==> config.mk <==
export PLATFORM = sky130hd
export DESIGN_NAME = uctl_port_control
export DESIGN_NICKNAME = d
export VERILOG_FILES = /design/src/hw/uctl_pkg.sv /design/src/hw/uctl_port_control.sv
export SDC_FILE = /design/constraint.sdc
export NUM_CORES = 1
export LEC_CHECK = 0
export ABC_AREA = 1
export BUFFER_PORTS_ARGS = -buffer_cell sky130_fd_sc_hd__buf_2
export CAP_MARGIN = 20
export CORE_MARGIN = 2
export CORE_UTILIZATION = 50
export CTS_BUF_LIST = sky130_fd_sc_hd__clkbuf_4 sky130_fd_sc_hd__clkbuf_8 sky130_fd_sc_hd__clkbuf_16
export CTS_CLUSTER_DIAMETER = 200
export DETAILED_ROUTE_END_ITERATION = 16
export GPL_TIMING_DRIVEN = 0
export PLACE_DENSITY = 0.82
export SLEW_MARGIN = 40
export SYNTH_ARGS = -nofsm -noshare
export SYNTH_HDL_FRONTEND = slang
export SYNTH_SLANG_ARGS = --single-unit
==> constraint.sdc <==
create_clock -name clock -period 2 [get_ports clock]
set_input_delay 0.1 -clock clock [delete_from_list [all_inputs] [get_ports clock]]
set_output_delay 0.1 -clock clock [all_outputs]
set_load 0.005 [all_outputs]
==> src/hw/uctl_pkg.sv <==
// shared constants and bus carriers for the serial port control block
package uctl_pkg;

  localparam int ADDR_W = 12;

  // register map, byte addresses
  localparam logic [ADDR_W-1:0] CTRL_OFFSET = 12'h030;
  localparam logic [ADDR_W-1:0] TEST_OFFSET = 12'h080;
  localparam logic [ADDR_W-1:0] STAT_OFFSET = 12'h084;

  // control register field positions
  localparam int BIT_PORT_EN = 0;
  localparam int BIT_IR_EN = 1;
  localparam int BIT_IR_LP = 2;
  localparam int BIT_LOOP = 7;
  localparam int BIT_TX_EN = 8;
  localparam int BIT_RX_EN = 9;
  localparam int BIT_DTR = 10;
  localparam int BIT_RTS = 11;
  localparam int BIT_AUX_A = 12;
  localparam int BIT_AUX_B = 13;
  localparam int BIT_RTS_FLOW = 14;
  localparam int BIT_CTS_FLOW = 15;
  localparam logic [15:0] CTRL_RESET = 16'h0300;
  localparam logic [15:0] CTRL_WMASK = 16'hff87;

  // test control register
  localparam int BIT_IR_TEST = 0;
  localparam logic TEST_RESET = 1'h0;

  // infrared timing: bit length in ticks of the 16x bit-rate enable, pulse length in ticks of the selected rate
  localparam int IR_BIT_TICKS = 16;
  localparam int IR_PULSE_TICKS = 3;
  localparam logic [1:0] IR_PULSE_LAST = 2'(IR_PULSE_TICKS - 1);
  localparam logic [3:0] IR_BIT_LAST = 4'(IR_BIT_TICKS - 1);

  // bus answers
  localparam logic [1:0] RESP_OKAY = 2'h0;
  localparam logic [1:0] RESP_SLVERR = 2'h2;

  // register selector codes
  localparam logic [1:0] SEL_NONE = 2'h0;
  localparam logic [1:0] SEL_CTRL = 2'h1;
  localparam logic [1:0] SEL_TEST = 2'h2;
  localparam logic [1:0] SEL_STAT = 2'h3;

  typedef struct packed {
    logic awvalid;
    logic [ADDR_W-1:0] awaddr;
    logic wvalid;
    logic [31:0] wdata;
    logic [3:0] wstrb;
    logic bready;
    logic arvalid;
    logic [ADDR_W-1:0] araddr;
    logic rready;
  } uctl_axil_req_s;

  typedef struct packed {
    logic awready;
    logic wready;
    logic bvalid;
    logic [1:0] bresp;
    logic arready;
    logic rvalid;
    logic [31:0] rdata;
    logic [1:0] rresp;
  } uctl_axil_rsp_s;

endpackage

==> src/hw/uctl_port_control.sv <==
// serial port control register with line steering, flow control and infrared codec
`timescale 1ns/1ps
`default_nettype none
// What this block does
// - with cts flow on and infrared off, new characters start only while clear-to-send is asserted
// - with rts flow on, request-to-send is asserted only while receive fifo has space
// - aux pin b is driven to the inverse of its control bit
// - aux pin a is driven to the inverse of its control bit
// - request-to-send pin is low when its control bit is one and rts flow is off
// - terminal-ready pin is low when its control bit is one
// - receive runs only while enabled, resets enabled, finishes the current character
// - transmit runs only while enabled, resets enabled, finishes the current character
// - loopback with infrared and test override feeds inverted infrared output to input
// - loopback without infrared feeds serial transmit data to receive data
// - loopback feeds modem outputs back to modem status inputs; resets off
// - normal infrared mode sends each zero bit as a 3/16 bit-period high pulse
// - low-power infrared mode sends zero bits as three low-power reference periods
// - infrared disabled keeps infrared output low and ignores infrared input
// - infrared enabled holds serial transmit high, ignores serial and modem inputs
// - infrared enable has no effect while the port is globally disabled and no character is under way
// - global enable resets off, finishes current character, then gates all traffic
module uctl_port_control (
  input wire logic clock,
  input wire logic reset_n,
  input wire uctl_pkg::uctl_axil_req_s axil_req,
  output var uctl_pkg::uctl_axil_rsp_s axil_rsp,
  input wire logic baud16_tick,
  input wire logic low_power_baud_ref,
  input wire logic core_tx_bit,
  input wire logic core_tx_bit_stb,
  input wire logic core_tx_busy,
  input wire logic core_rx_busy,
  input wire logic rx_fifo_space,
  output var logic tx_start_ok,
  output var logic rx_start_ok,
  output var logic core_rx_bit,
  output var logic [3:0] modem_status,
  input wire logic clear_to_send_pin_n,
  input wire logic dsr_pin_n,
  input wire logic dcd_pin_n,
  input wire logic ring_pin_n,
  input wire logic serial_rx_pin,
  input wire logic infrared_in,
  output var logic serial_tx_pin,
  output var logic infrared_out_n,
  output var logic request_send_pin_n,
  output var logic terminal_ready_pin_n,
  output var logic aux_modem_pin_a_n,
  output var logic aux_modem_pin_b_n
);

  function automatic logic [1:0] reg_sel(input logic [uctl_pkg::ADDR_W-1:0] addr);
    logic [1:0] sel;
    sel = uctl_pkg::SEL_NONE;
    if (addr == uctl_pkg::CTRL_OFFSET) sel = uctl_pkg::SEL_CTRL;
    if (addr == uctl_pkg::TEST_OFFSET) sel = uctl_pkg::SEL_TEST;
    if (addr == uctl_pkg::STAT_OFFSET) sel = uctl_pkg::SEL_STAT;
    return sel;
  endfunction

  logic [15:0] ctrl_reg;
  logic test_reg;
  logic [5:0] pin_meta_reg;
  logic [5:0] pin_sync_reg;
  logic ir_pulse_reg;
  logic [1:0] ir_cnt_reg;
  logic ir_prev_reg;
  logic dec_low_reg;
  logic [3:0] dec_cnt_reg;
  logic aw_hold_reg;
  logic [uctl_pkg::ADDR_W-1:0] aw_addr_reg;
  logic w_hold_reg;
  logic [31:0] w_data_reg;
  logic [3:0] w_strb_reg;

  // every pin input crosses in through two flops; idle levels are all high
  wire [5:0] pin_raw = {infrared_in, serial_rx_pin, ring_pin_n, dcd_pin_n, dsr_pin_n,
    clear_to_send_pin_n};

  always_ff @(posedge clock or negedge reset_n) begin
    if (!reset_n) begin
      pin_meta_reg <= 6'h3f;
      pin_sync_reg <= 6'h3f;
    end else begin
      pin_meta_reg <= pin_raw;
      pin_sync_reg <= pin_meta_reg;
    end
  end

  wire port_global_enable = ctrl_reg[uctl_pkg::BIT_PORT_EN];
  wire infrared_codec_enable = ctrl_reg[uctl_pkg::BIT_IR_EN];
  wire infrared_low_power = ctrl_reg[uctl_pkg::BIT_IR_LP];
  wire loopback_enable = ctrl_reg[uctl_pkg::BIT_LOOP];
  wire transmit_section_enable = ctrl_reg[uctl_pkg::BIT_TX_EN];
  wire receive_section_enable = ctrl_reg[uctl_pkg::BIT_RX_EN];
  wire terminal_ready_bit = ctrl_reg[uctl_pkg::BIT_DTR];
  wire request_send_bit = ctrl_reg[uctl_pkg::BIT_RTS];
  wire aux_modem_line_a = ctrl_reg[uctl_pkg::BIT_AUX_A];
  wire aux_modem_line_b = ctrl_reg[uctl_pkg::BIT_AUX_B];
  wire request_send_flow_enable = ctrl_reg[uctl_pkg::BIT_RTS_FLOW];
  wire clear_to_send_flow_enable = ctrl_reg[uctl_pkg::BIT_CTS_FLOW];
  wire infrared_test_override = test_reg;

  // a character already under way keeps its lines until the core drops busy
  wire tx_live = (port_global_enable & transmit_section_enable) | core_tx_busy;
  wire rx_live = (port_global_enable & receive_section_enable) | core_rx_busy;
  wire ir_tx_mode = infrared_codec_enable & (port_global_enable | core_tx_busy);
  wire ir_rx_mode = infrared_codec_enable & (port_global_enable | core_rx_busy);
  wire ir_loop = loopback_enable & infrared_codec_enable & infrared_test_override;

  // flow control replaces the software bit on the request-to-send line
  wire rts_drive = request_send_flow_enable ? rx_fifo_space : request_send_bit;

  // modem status, active high: {ring, carrier, data set ready, clear to send}
  wire [3:0] modem_fed = {aux_modem_line_b, aux_modem_line_a, terminal_ready_bit, rts_drive};
  wire [3:0] modem_pins = ~pin_sync_reg[3:0];
  wire [3:0] modem_seen = loopback_enable ? modem_fed :
    (ir_rx_mode ? 4'h0 : modem_pins);

  // infrared has no cts line, so flow gating only applies on the wired link
  wire cts_ok = ~clear_to_send_flow_enable | ir_tx_mode | modem_seen[0];
  wire tx_start_next = port_global_enable & transmit_section_enable & cts_ok;
  wire rx_start_next = port_global_enable & receive_section_enable;

  wire serial_tx_next = (~tx_live | ir_tx_mode) ? 1'b1 : core_tx_bit;
  wire ir_out_next = ir_tx_mode & ir_pulse_reg;

  // infrared encoder: a zero bit fires a pulse of three ticks of the selected rate
  wire ir_tick = infrared_low_power ? low_power_baud_ref : baud16_tick;
  wire ir_start = ir_tx_mode & tx_live & core_tx_bit_stb & ~core_tx_bit;
  wire ir_pulse_end = ir_pulse_reg & ir_tick & (ir_cnt_reg == uctl_pkg::IR_PULSE_LAST);

  always_ff @(posedge clock or negedge reset_n) begin
    if (!reset_n) begin
      ir_pulse_reg <= 1'b0;
      ir_cnt_reg <= 2'h0;
    end else if (ir_start) begin
      ir_pulse_reg <= 1'b1;
      ir_cnt_reg <= 2'h0;
    end else if (ir_pulse_reg & ir_tick) begin
      ir_pulse_reg <= ~ir_pulse_end;
      ir_cnt_reg <= ir_cnt_reg + 2'h1;
    end
  end

  // infrared decoder: a falling edge marks a zero held for one bit period
  wire ir_in_eff = ir_loop ? ~ir_pulse_reg : pin_sync_reg[5];
  wire ir_fall = ir_prev_reg & ~ir_in_eff & ir_rx_mode & rx_live;
  wire dec_end = dec_low_reg & baud16_tick & (dec_cnt_reg == uctl_pkg::IR_BIT_LAST);

  always_ff @(posedge clock or negedge reset_n) begin
    if (!reset_n) begin
      ir_prev_reg <= 1'b1;
      dec_low_reg <= 1'b0;
      dec_cnt_reg <= 4'h0;
    end else begin
      ir_prev_reg <= ir_in_eff;
      if (ir_fall) begin
        dec_low_reg <= 1'b1;
        dec_cnt_reg <= 4'h0;
      end else if (dec_low_reg & baud16_tick) begin
        dec_low_reg <= ~dec_end;
        dec_cnt_reg <= dec_cnt_reg + 4'h1;
      end
    end
  end

  wire wired_rx = loopback_enable ? core_tx_bit : pin_sync_reg[4];
  wire rx_bit_next = ~rx_live ? 1'b1 : (ir_rx_mode ? ~dec_low_reg : wired_rx);

  always_ff @(posedge clock or negedge reset_n) begin
    if (!reset_n) begin
      tx_start_ok <= 1'b0;
      rx_start_ok <= 1'b0;
      core_rx_bit <= 1'b1;
      modem_status <= 4'h0;
      serial_tx_pin <= 1'b1;
      infrared_out_n <= 1'b0;
      request_send_pin_n <= 1'b1;
      terminal_ready_pin_n <= 1'b1;
      aux_modem_pin_a_n <= 1'b1;
      aux_modem_pin_b_n <= 1'b1;
    end else begin
      tx_start_ok <= tx_start_next;
      rx_start_ok <= rx_start_next;
      core_rx_bit <= rx_bit_next;
      modem_status <= modem_seen;
      serial_tx_pin <= serial_tx_next;
      infrared_out_n <= ir_out_next;
      request_send_pin_n <= ~rts_drive;
      terminal_ready_pin_n <= ~terminal_ready_bit;
      aux_modem_pin_a_n <= ~aux_modem_line_a;
      aux_modem_pin_b_n <= ~aux_modem_line_b;
    end
  end

  // register bus slave: address and data are caught in either order
  wire aw_take = axil_req.awvalid & axil_rsp.awready;
  wire w_take = axil_req.wvalid & axil_rsp.wready;
  wire do_write = aw_hold_reg & w_hold_reg & ~axil_rsp.bvalid;
  wire aw_hold_next = aw_take | (aw_hold_reg & ~do_write);
  wire w_hold_next = w_take | (w_hold_reg & ~do_write);
  wire [1:0] wr_sel = reg_sel(aw_addr_reg);
  wire [1:0] rd_sel = reg_sel(axil_req.araddr);
  wire ar_take = axil_req.arvalid & axil_rsp.arready;
  wire r_busy_next = ar_take | (axil_rsp.rvalid & ~axil_req.rready);
  wire b_busy_next = do_write | (axil_rsp.bvalid & ~axil_req.bready);

  wire [15:0] ctrl_lanes = {{8{w_strb_reg[1]}}, {8{w_strb_reg[0]}}};
  wire [15:0] ctrl_mask = ctrl_lanes & uctl_pkg::CTRL_WMASK;
  wire [15:0] ctrl_next = (ctrl_reg & ~ctrl_mask) | (w_data_reg[15:0] & ctrl_mask);
  wire [7:0] stat_word = {dec_low_reg, ir_pulse_reg, rx_start_ok, tx_start_ok, modem_status};
  wire [31:0] rd_word = (rd_sel == uctl_pkg::SEL_CTRL) ? {16'h0000, ctrl_reg} :
    (rd_sel == uctl_pkg::SEL_TEST) ? {31'h0, test_reg} :
    (rd_sel == uctl_pkg::SEL_STAT) ? {24'h000000, stat_word} : 32'h00000000;

  always_ff @(posedge clock or negedge reset_n) begin
    if (!reset_n) begin
      aw_hold_reg <= 1'b0;
      w_hold_reg <= 1'b0;
      aw_addr_reg <= '0;
      w_data_reg <= 32'h00000000;
      w_strb_reg <= 4'h0;
    end else begin
      aw_hold_reg <= aw_hold_next;
      w_hold_reg <= w_hold_next;
      if (aw_take) aw_addr_reg <= axil_req.awaddr;
      if (w_take) begin
        w_data_reg <= axil_req.wdata;
        w_strb_reg <= axil_req.wstrb;
      end
    end
  end

  always_ff @(posedge clock or negedge reset_n) begin
    if (!reset_n) begin
      ctrl_reg <= uctl_pkg::CTRL_RESET;
      test_reg <= uctl_pkg::TEST_RESET;
    end else if (do_write) begin
      if (wr_sel == uctl_pkg::SEL_CTRL) ctrl_reg <= ctrl_next;
      if ((wr_sel == uctl_pkg::SEL_TEST) & w_strb_reg[0]) begin
        test_reg <= w_data_reg[uctl_pkg::BIT_IR_TEST];
      end
    end
  end

  always_ff @(posedge clock or negedge reset_n) begin
    if (!reset_n) begin
      axil_rsp <= '0;
      axil_rsp.awready <= 1'b1;
      axil_rsp.wready <= 1'b1;
      axil_rsp.arready <= 1'b1;
    end else begin
      axil_rsp.awready <= ~aw_hold_next;
      axil_rsp.wready <= ~w_hold_next;
      axil_rsp.bvalid <= b_busy_next;
      axil_rsp.arready <= ~r_busy_next;
      axil_rsp.rvalid <= r_busy_next;
      // status register is read-only, so a write there is refused too
      if (do_write) begin
        axil_rsp.bresp <= ((wr_sel == uctl_pkg::SEL_NONE) | (wr_sel == uctl_pkg::SEL_STAT)) ?
          uctl_pkg::RESP_SLVERR : uctl_pkg::RESP_OKAY;
      end
      if (ar_take) begin
        axil_rsp.rdata <= rd_word;
        axil_rsp.rresp <= (rd_sel == uctl_pkg::SEL_NONE) ? uctl_pkg::RESP_SLVERR :
          uctl_pkg::RESP_OKAY;
      end
    end
  end
endmodule // uctl_port_control
`default_nettype wire

==> impl_metrics.ini, run 1 <==
[outcome]
outcome = complete, no violations

[detailed_routing]
ant_nets = 0
vias_per_cell = 4.77
dr.pass1.iters = 4
finalWirelength_um = 8660
vias = 3196
routedWlPerCell_um = 12.9
drc = 0
drt_iter0_markers = 139

[final_layout]
nNetsFinal = 647
drive_above_1_share = 0.329
diodes = 0
area_growth_pct = 30.8
finalInstanceArea_um2 = 5340

[global_routing]
antenna_found_initial = 0
grt_max_degree = 51
first_global_vias = 3242
globalRouteOverflowTotal = 0
grt_first_pass_wirelength_um = 14100
grt_usage = 0.204

[min_path]
whs_path_depth = 3
holdCritStartpoint = axil_req[34]
min_to = w_data_reg[15]
min_path_type = in -> reg

[synthesis]
syn_area_um2 = 4080
synth-compound-area-share = 0.0754
yosysSeqAreaShare = 0.608
synth-xor-area-share = 0.00644
synth_seq_cells = 98
synth_top_family_by_area = simple AND/OR/NAND/NOR gates
synth_fa_ha_area_frac = 0.0123
synth_cell_type_count = 32
syn_area_per_cell_um2 = 10.1
synthCells = 404
synth_warnings = 0
synth.area.mux_share = 0.0441
synth_simple_gate_area_frac = 0.166

[power]
finalPower_mw = 4.67
ir_worst_vdd_mv = 0.559
power_density_nw_per_um2 = 875
p_leak_nw = 2.71

[place]
gp_congestion = 0.788
post-place-ws_ns = 0.222
io_buffers = 93
dp_hpwl_um = 6190
placed_area_um2 = 4770

[die]
die-area_um2 = 8900
ioPinCount = 134
rows = 32
die_h_um = 94.4
initial_core_util = 0.523
core-area_um2 = 7810
die_w_um = 94.4

[timing]
fin_ws_ns = 0.218
maxSlewViolCount = 0
rsz0062_at_grt = no
finalCritPeriodShare = 0.891
slew_headroom = 0.672
hold_viol_final = 0
finalSetupViolCount = 0
fin_crit_ns = 1.78
fin_setup_tns_ns = 0
skew_ns = 0.0111
tightestPinTransition_ns = 0.489
max_freq_mhz = 561

[clocking]
cts_max_level = 3
cts_buffer_depth = 2
clk_pin_slew_ns = 0.09
cts_sinks = 98
root_buffer = clkbuf_8
cts_buffers = 9
cts_tree = done
clk_latency_ns = 0.36
postCtsSetupBuffers = 0
cts_resized = 0

[worst_setup_path]
crit_type = reg -> reg
rrSetupSlack_ns = 0.22
crit_path_end_kind = flop
path_max_fanout = 10
arrival_ns = 2.08
r2r_cells = 12
required_ns = 2.30
r2r_start = aw_addr_reg[9]
critPathLaunchType = flop

[flow_run]
drv_cap = 0
## report_power, final
group,internal [mW],switching [mW],total [mW],leakage [nW]
Combinational,0.429,0.458,0.886,1.42
Sequential,2.36,0.183,2.54,1.19
Clock,0.517,0.727,1.24,0.101
## per-layer routing
metal  wire [µm]  part of all wire  vias to the layer above  track usage
met5           0                 0                        -            0
met4         208             0.024                        0       0.0918
met3         557             0.064                       20       0.0375
met2        4360              0.50                      128        0.369
met1        3540              0.41                     1473        0.237
li1            -                 -                     1575            -
## synthesized netlist by cell type (all sizes together)
master   n  area, µm²
nand2   70        263
o31ai    3       22.5
o21ai   25        136
nor2    46        173
o21bai   1       7.51
nand4    3       18.8
buf     24        169
nand3   29        163
ha       4       50.1
xnor2    1       8.76
or2      3       18.8
dfrtp   74       1850
nor3b    1       7.51
dfstp   24        631
conb     1       3.75
o211ai   3       22.5
clkbuf   1       3.75
nor3     5       36.3
mux2    16        180
inv     48        180
a21oi   20        119
xor2     2       17.5
## through the flow
stage	util	hold WS, ns	cells
finish	0.684	0.0201	670
floorplan	-	-0.196	421
CTS	0.683	0.000358	669
detailed placement	0.611	0.0698	617
global placement	0.607	0.206	616
global route	0.684	0.0287	670
## cell type report
class | count | area, µm²
plain buffers | 25 | 173
clock buffers | 10 | 138
clock inverters | 6 | 57.6
fillers | 600 | 2470
inverters | 48 | 180
multi-input cells | 250 | 1310
flip-flops and latches | 98 | 2480
well taps | 102 | 128
repair buffers | 131 | 870
## what timing repair did
item	4_1_cts	5_1_grt
setup endpoints to repair	0	0
hold buffers	36	1
endpoints found under the hold margin	74	1
## cell usage in the layout, fill, tap and decap left out, drive strengths merged
cell type,n
o21bai,1
ha,4
dfrtp,74
buf,118
xnor2,1
o211ai,3
mux2,16
nand2,70
nor3b,1
conb,18
nor3,5
o31ai,3
a21oi,20
nand4,3
clkinv,2
dfstp,24
xor2,2
o21ai,25
inv,52
nor2,46
clkbuf,11
nand3,29
dlygate4sd3,37
or2,3
## worst max path at each step
stage               cells past startpoint  slack [ns]            start        endpoint
detailed placement                     12        0.22   aw_addr_reg[9]            flop
finish                                 12        0.22   aw_addr_reg[9]            flop
global route                           12        0.02   aw_addr_reg[9]            flop
global placement                        1       -0.05          reset_n  aw_addr_reg[6]
floorplan                              11        0.45  aw_addr_reg[11]            flop
CTS                                    12        0.20   aw_addr_reg[9]            flop
## kinds of logic (layout without fill, tap and decap cells)
family,count (synthesis),in the layout
simple gates,157,157
flops,98,98
buf+inv,73,220
compound gates,52,52
mux,16,16
fa+ha+maj,4,4
xor+xnor,3,3
other cells,1,18
## critical path, cell delays in order (launching register included)
cell and delay (ns):
dfrtp_1 0.39, nor2_1 0.11, nand2_1 0.06, nor2_1 0.15
nand2_1 0.10, inv_1 0.09, nand2_1 0.05, nand2_1 0.07
ha_1 0.24, nand3_4 0.14, buf_6 0.20, nand2_1 0.08
o21ai_2 0.05
Power figures use the tool's default switching activity.
==> run 2: changes to the inputs <==
Settings changed: MAX_ROUTING_LAYER from default to met4.
Clock period 2 ns to 1.95 ns, I/O delays scaled along.
==> impl_metrics.ini, run 2 (synthesis gave the netlist of run 1 again) <==
[outcome]
outcome = complete, no violations

[power]
p_seq_frac = 0.544
power.switching_mw = 1.40
ir_worst_vdd_mv = 0.572
power_density_nw_per_um2 = 892
internal_power_mw = 3.39
comb_power_share = 0.190
finalPower_mw = 4.79
swShare = 0.293
pwr-share-clk = 0.266
p_leak_nw = 2.73

[timing]
fin_crit_ns = 1.76
finalSetupViolCount = 0
skew_ns = 0.0135
max_freq_mhz = 568
hold_viol_final = 0
maxSlewViolCount = 0
finalCritPeriodShare = 0.903
rsz0062_at_grt = no
fin_setup_tns_ns = 0

[die]
ioPinCount = 134
initial_core_util = 0.523
die_h_um = 94.4
core-area_um2 = 7810
die-area_um2 = 8900
die_w_um = 94.4
rows = 32

[final_layout]
area_growth_pct = 31.6
fin_cells = 671
mostFrequentLayoutCells = buf_2, dfrtp_1, nand2_1
fillCellCount = 598
final_common_cell = buf_2
drive_above_1_share = 0.334
nNetsFinal = 648
diodes = 0

[worst_setup_path]
crit_type = reg -> reg
critPathLaunchType = flop
max_stage_delay_ns = 0.39
crit_path_end_kind = flop
cp_num_cells = 11
crit_path_top_delay_cell = dfrtp_1
crit_top_cell = nand2_1
crit_path_cell_trace = nor2_1 > nand2_1 > nor2_2 > nand2_1 > inv_1 > nand2_1 > nand2_1 > ha_2 > nand3_4 > clkbuf_16 > a21oi_2
cp_num_buf_inv = 2
path_delay_family = simple AND/OR/NAND/NOR gates
r2r_cells = 11
path_max_fanout = 8
required_ns = 2.25
arrival_ns = 2.06

[global_routing]
grt_usage = 0.211
globalRouteOverflowTotal = 0
antenna_found_initial = 0
grt_max_degree = 51
first_global_vias = 3245
grt_first_pass_wirelength_um = 14100

[clocking]
cts_sinks = 98
clk_pin_slew_ns = 0.11
clk_latency_ns = 0.36
cts_max_level = 3
cts_buffers = 9
cts_tree = done
root_buffer = clkbuf_8
cts_buffer_depth = 2

[place]
io_buffers = 93
gp_congestion = 0.799
dp_hpwl_um = 6190
dp_cells = 617

[detailed_routing]
finalWirelength_um = 8660
drt_iter0_markers = 145
drc = 0
vias = 3188
dr.pass1.iters = 4
vias_per_cell = 4.75
routedWlPerCell_um = 12.9
ant_nets = 0

[flow_run]
drv_cap = 0

[min_path]
whs_path_depth = 3
min_path_type = in -> reg
[run 2: changes by cell type in the layout (fill, tap and decap cells not counted), sizes merged]
cell    change
clkbuf      +1
[run 2: routing by layer]
metal	vias up	routed length, µm	global-route usage
li1	1572	-	-
met1	1471	3620	0.241
met2	131	4380	0.368
met3	14	535	0.0343
met4	0	127	0.0918
met5	-	0	-
[run 2: worst register-to-register path, stage by stage (launching register included)]
cell	delay, ns
dfrtp_1	0.39
nor2_1	0.11
nand2_1	0.07
nor2_2	0.13
nand2_1	0.09
inv_1	0.08
nand2_1	0.05
nand2_1	0.08
ha_2	0.22
nand3_4	0.14
clkbuf_16	0.22
a21oi_2	0.13
[run 2: power by group through the flow]
| stage | Combinational, mW | Sequential (mW) | Clock, mW |
|---|---|---|---|
| CTS | 0.904 | 2.60 | 1.29 |
| finish | 0.911 | 2.61 | 1.27 |
| floorplan | 0.578 | 2.59 | 0 |
| global placement | 0.792 | 2.62 | 0 |
| detailed placement | 0.844 | 2.64 | 0 |
| global route | 1.03 | 2.64 | 1.38 |
[run 2: worst paths after layout]
path | startpoint | end | slack [ns]
max | aw_addr_reg[9] | flop | 0.19
min | axil_req[34] | w_data_reg[15] | 0.03
max reg2reg | aw_addr_reg[9] | flop | 0.19
min reg2reg | pin_meta_reg[3] | pin_sync_reg[3] | 0.35
max in group asynchronous | reset_n | axil_rsp[39] | 1.05
min in group asynchronous | reset_n | dec_cnt_reg[0] | 0.25
[run 2: layout make-up]
cell class	instances	area (µm²)	share of cell area
clock inverter	6	57.6	0.0107
timing repair buffer	132	895	0.167
clock buffer	10	138	0.0256
multi-input combinational	250	1320	0.245
tap	102	128	0.0238
buffer	25	176	0.0328
inverter	48	180	0.0335
sequential	98	2480	0.462
[run 2: through the flow]
step	area (µm²)	util	setup slack, ns	hold WS, ns
3_5_place_dp	4770	0.611	0.172	0.0673
6_report	5370	0.688	0.190	0.0311
3_3_place_gp	4740	0.607	-0.0942	0.204
2_1_floorplan	4150	-	0.396	-0.198
4_1_cts	5340	0.684	0.149	0.0114
5_1_grt	5370	0.688	0.00259	0.0223
[run 2: timing repair]
item,4_1_cts,5_1_grt
setup endpoints to repair,0,5
hold endpoints to repair,79,0
hold buffers,37,0
setup buffers,0,0
gates resized for setup,0,3
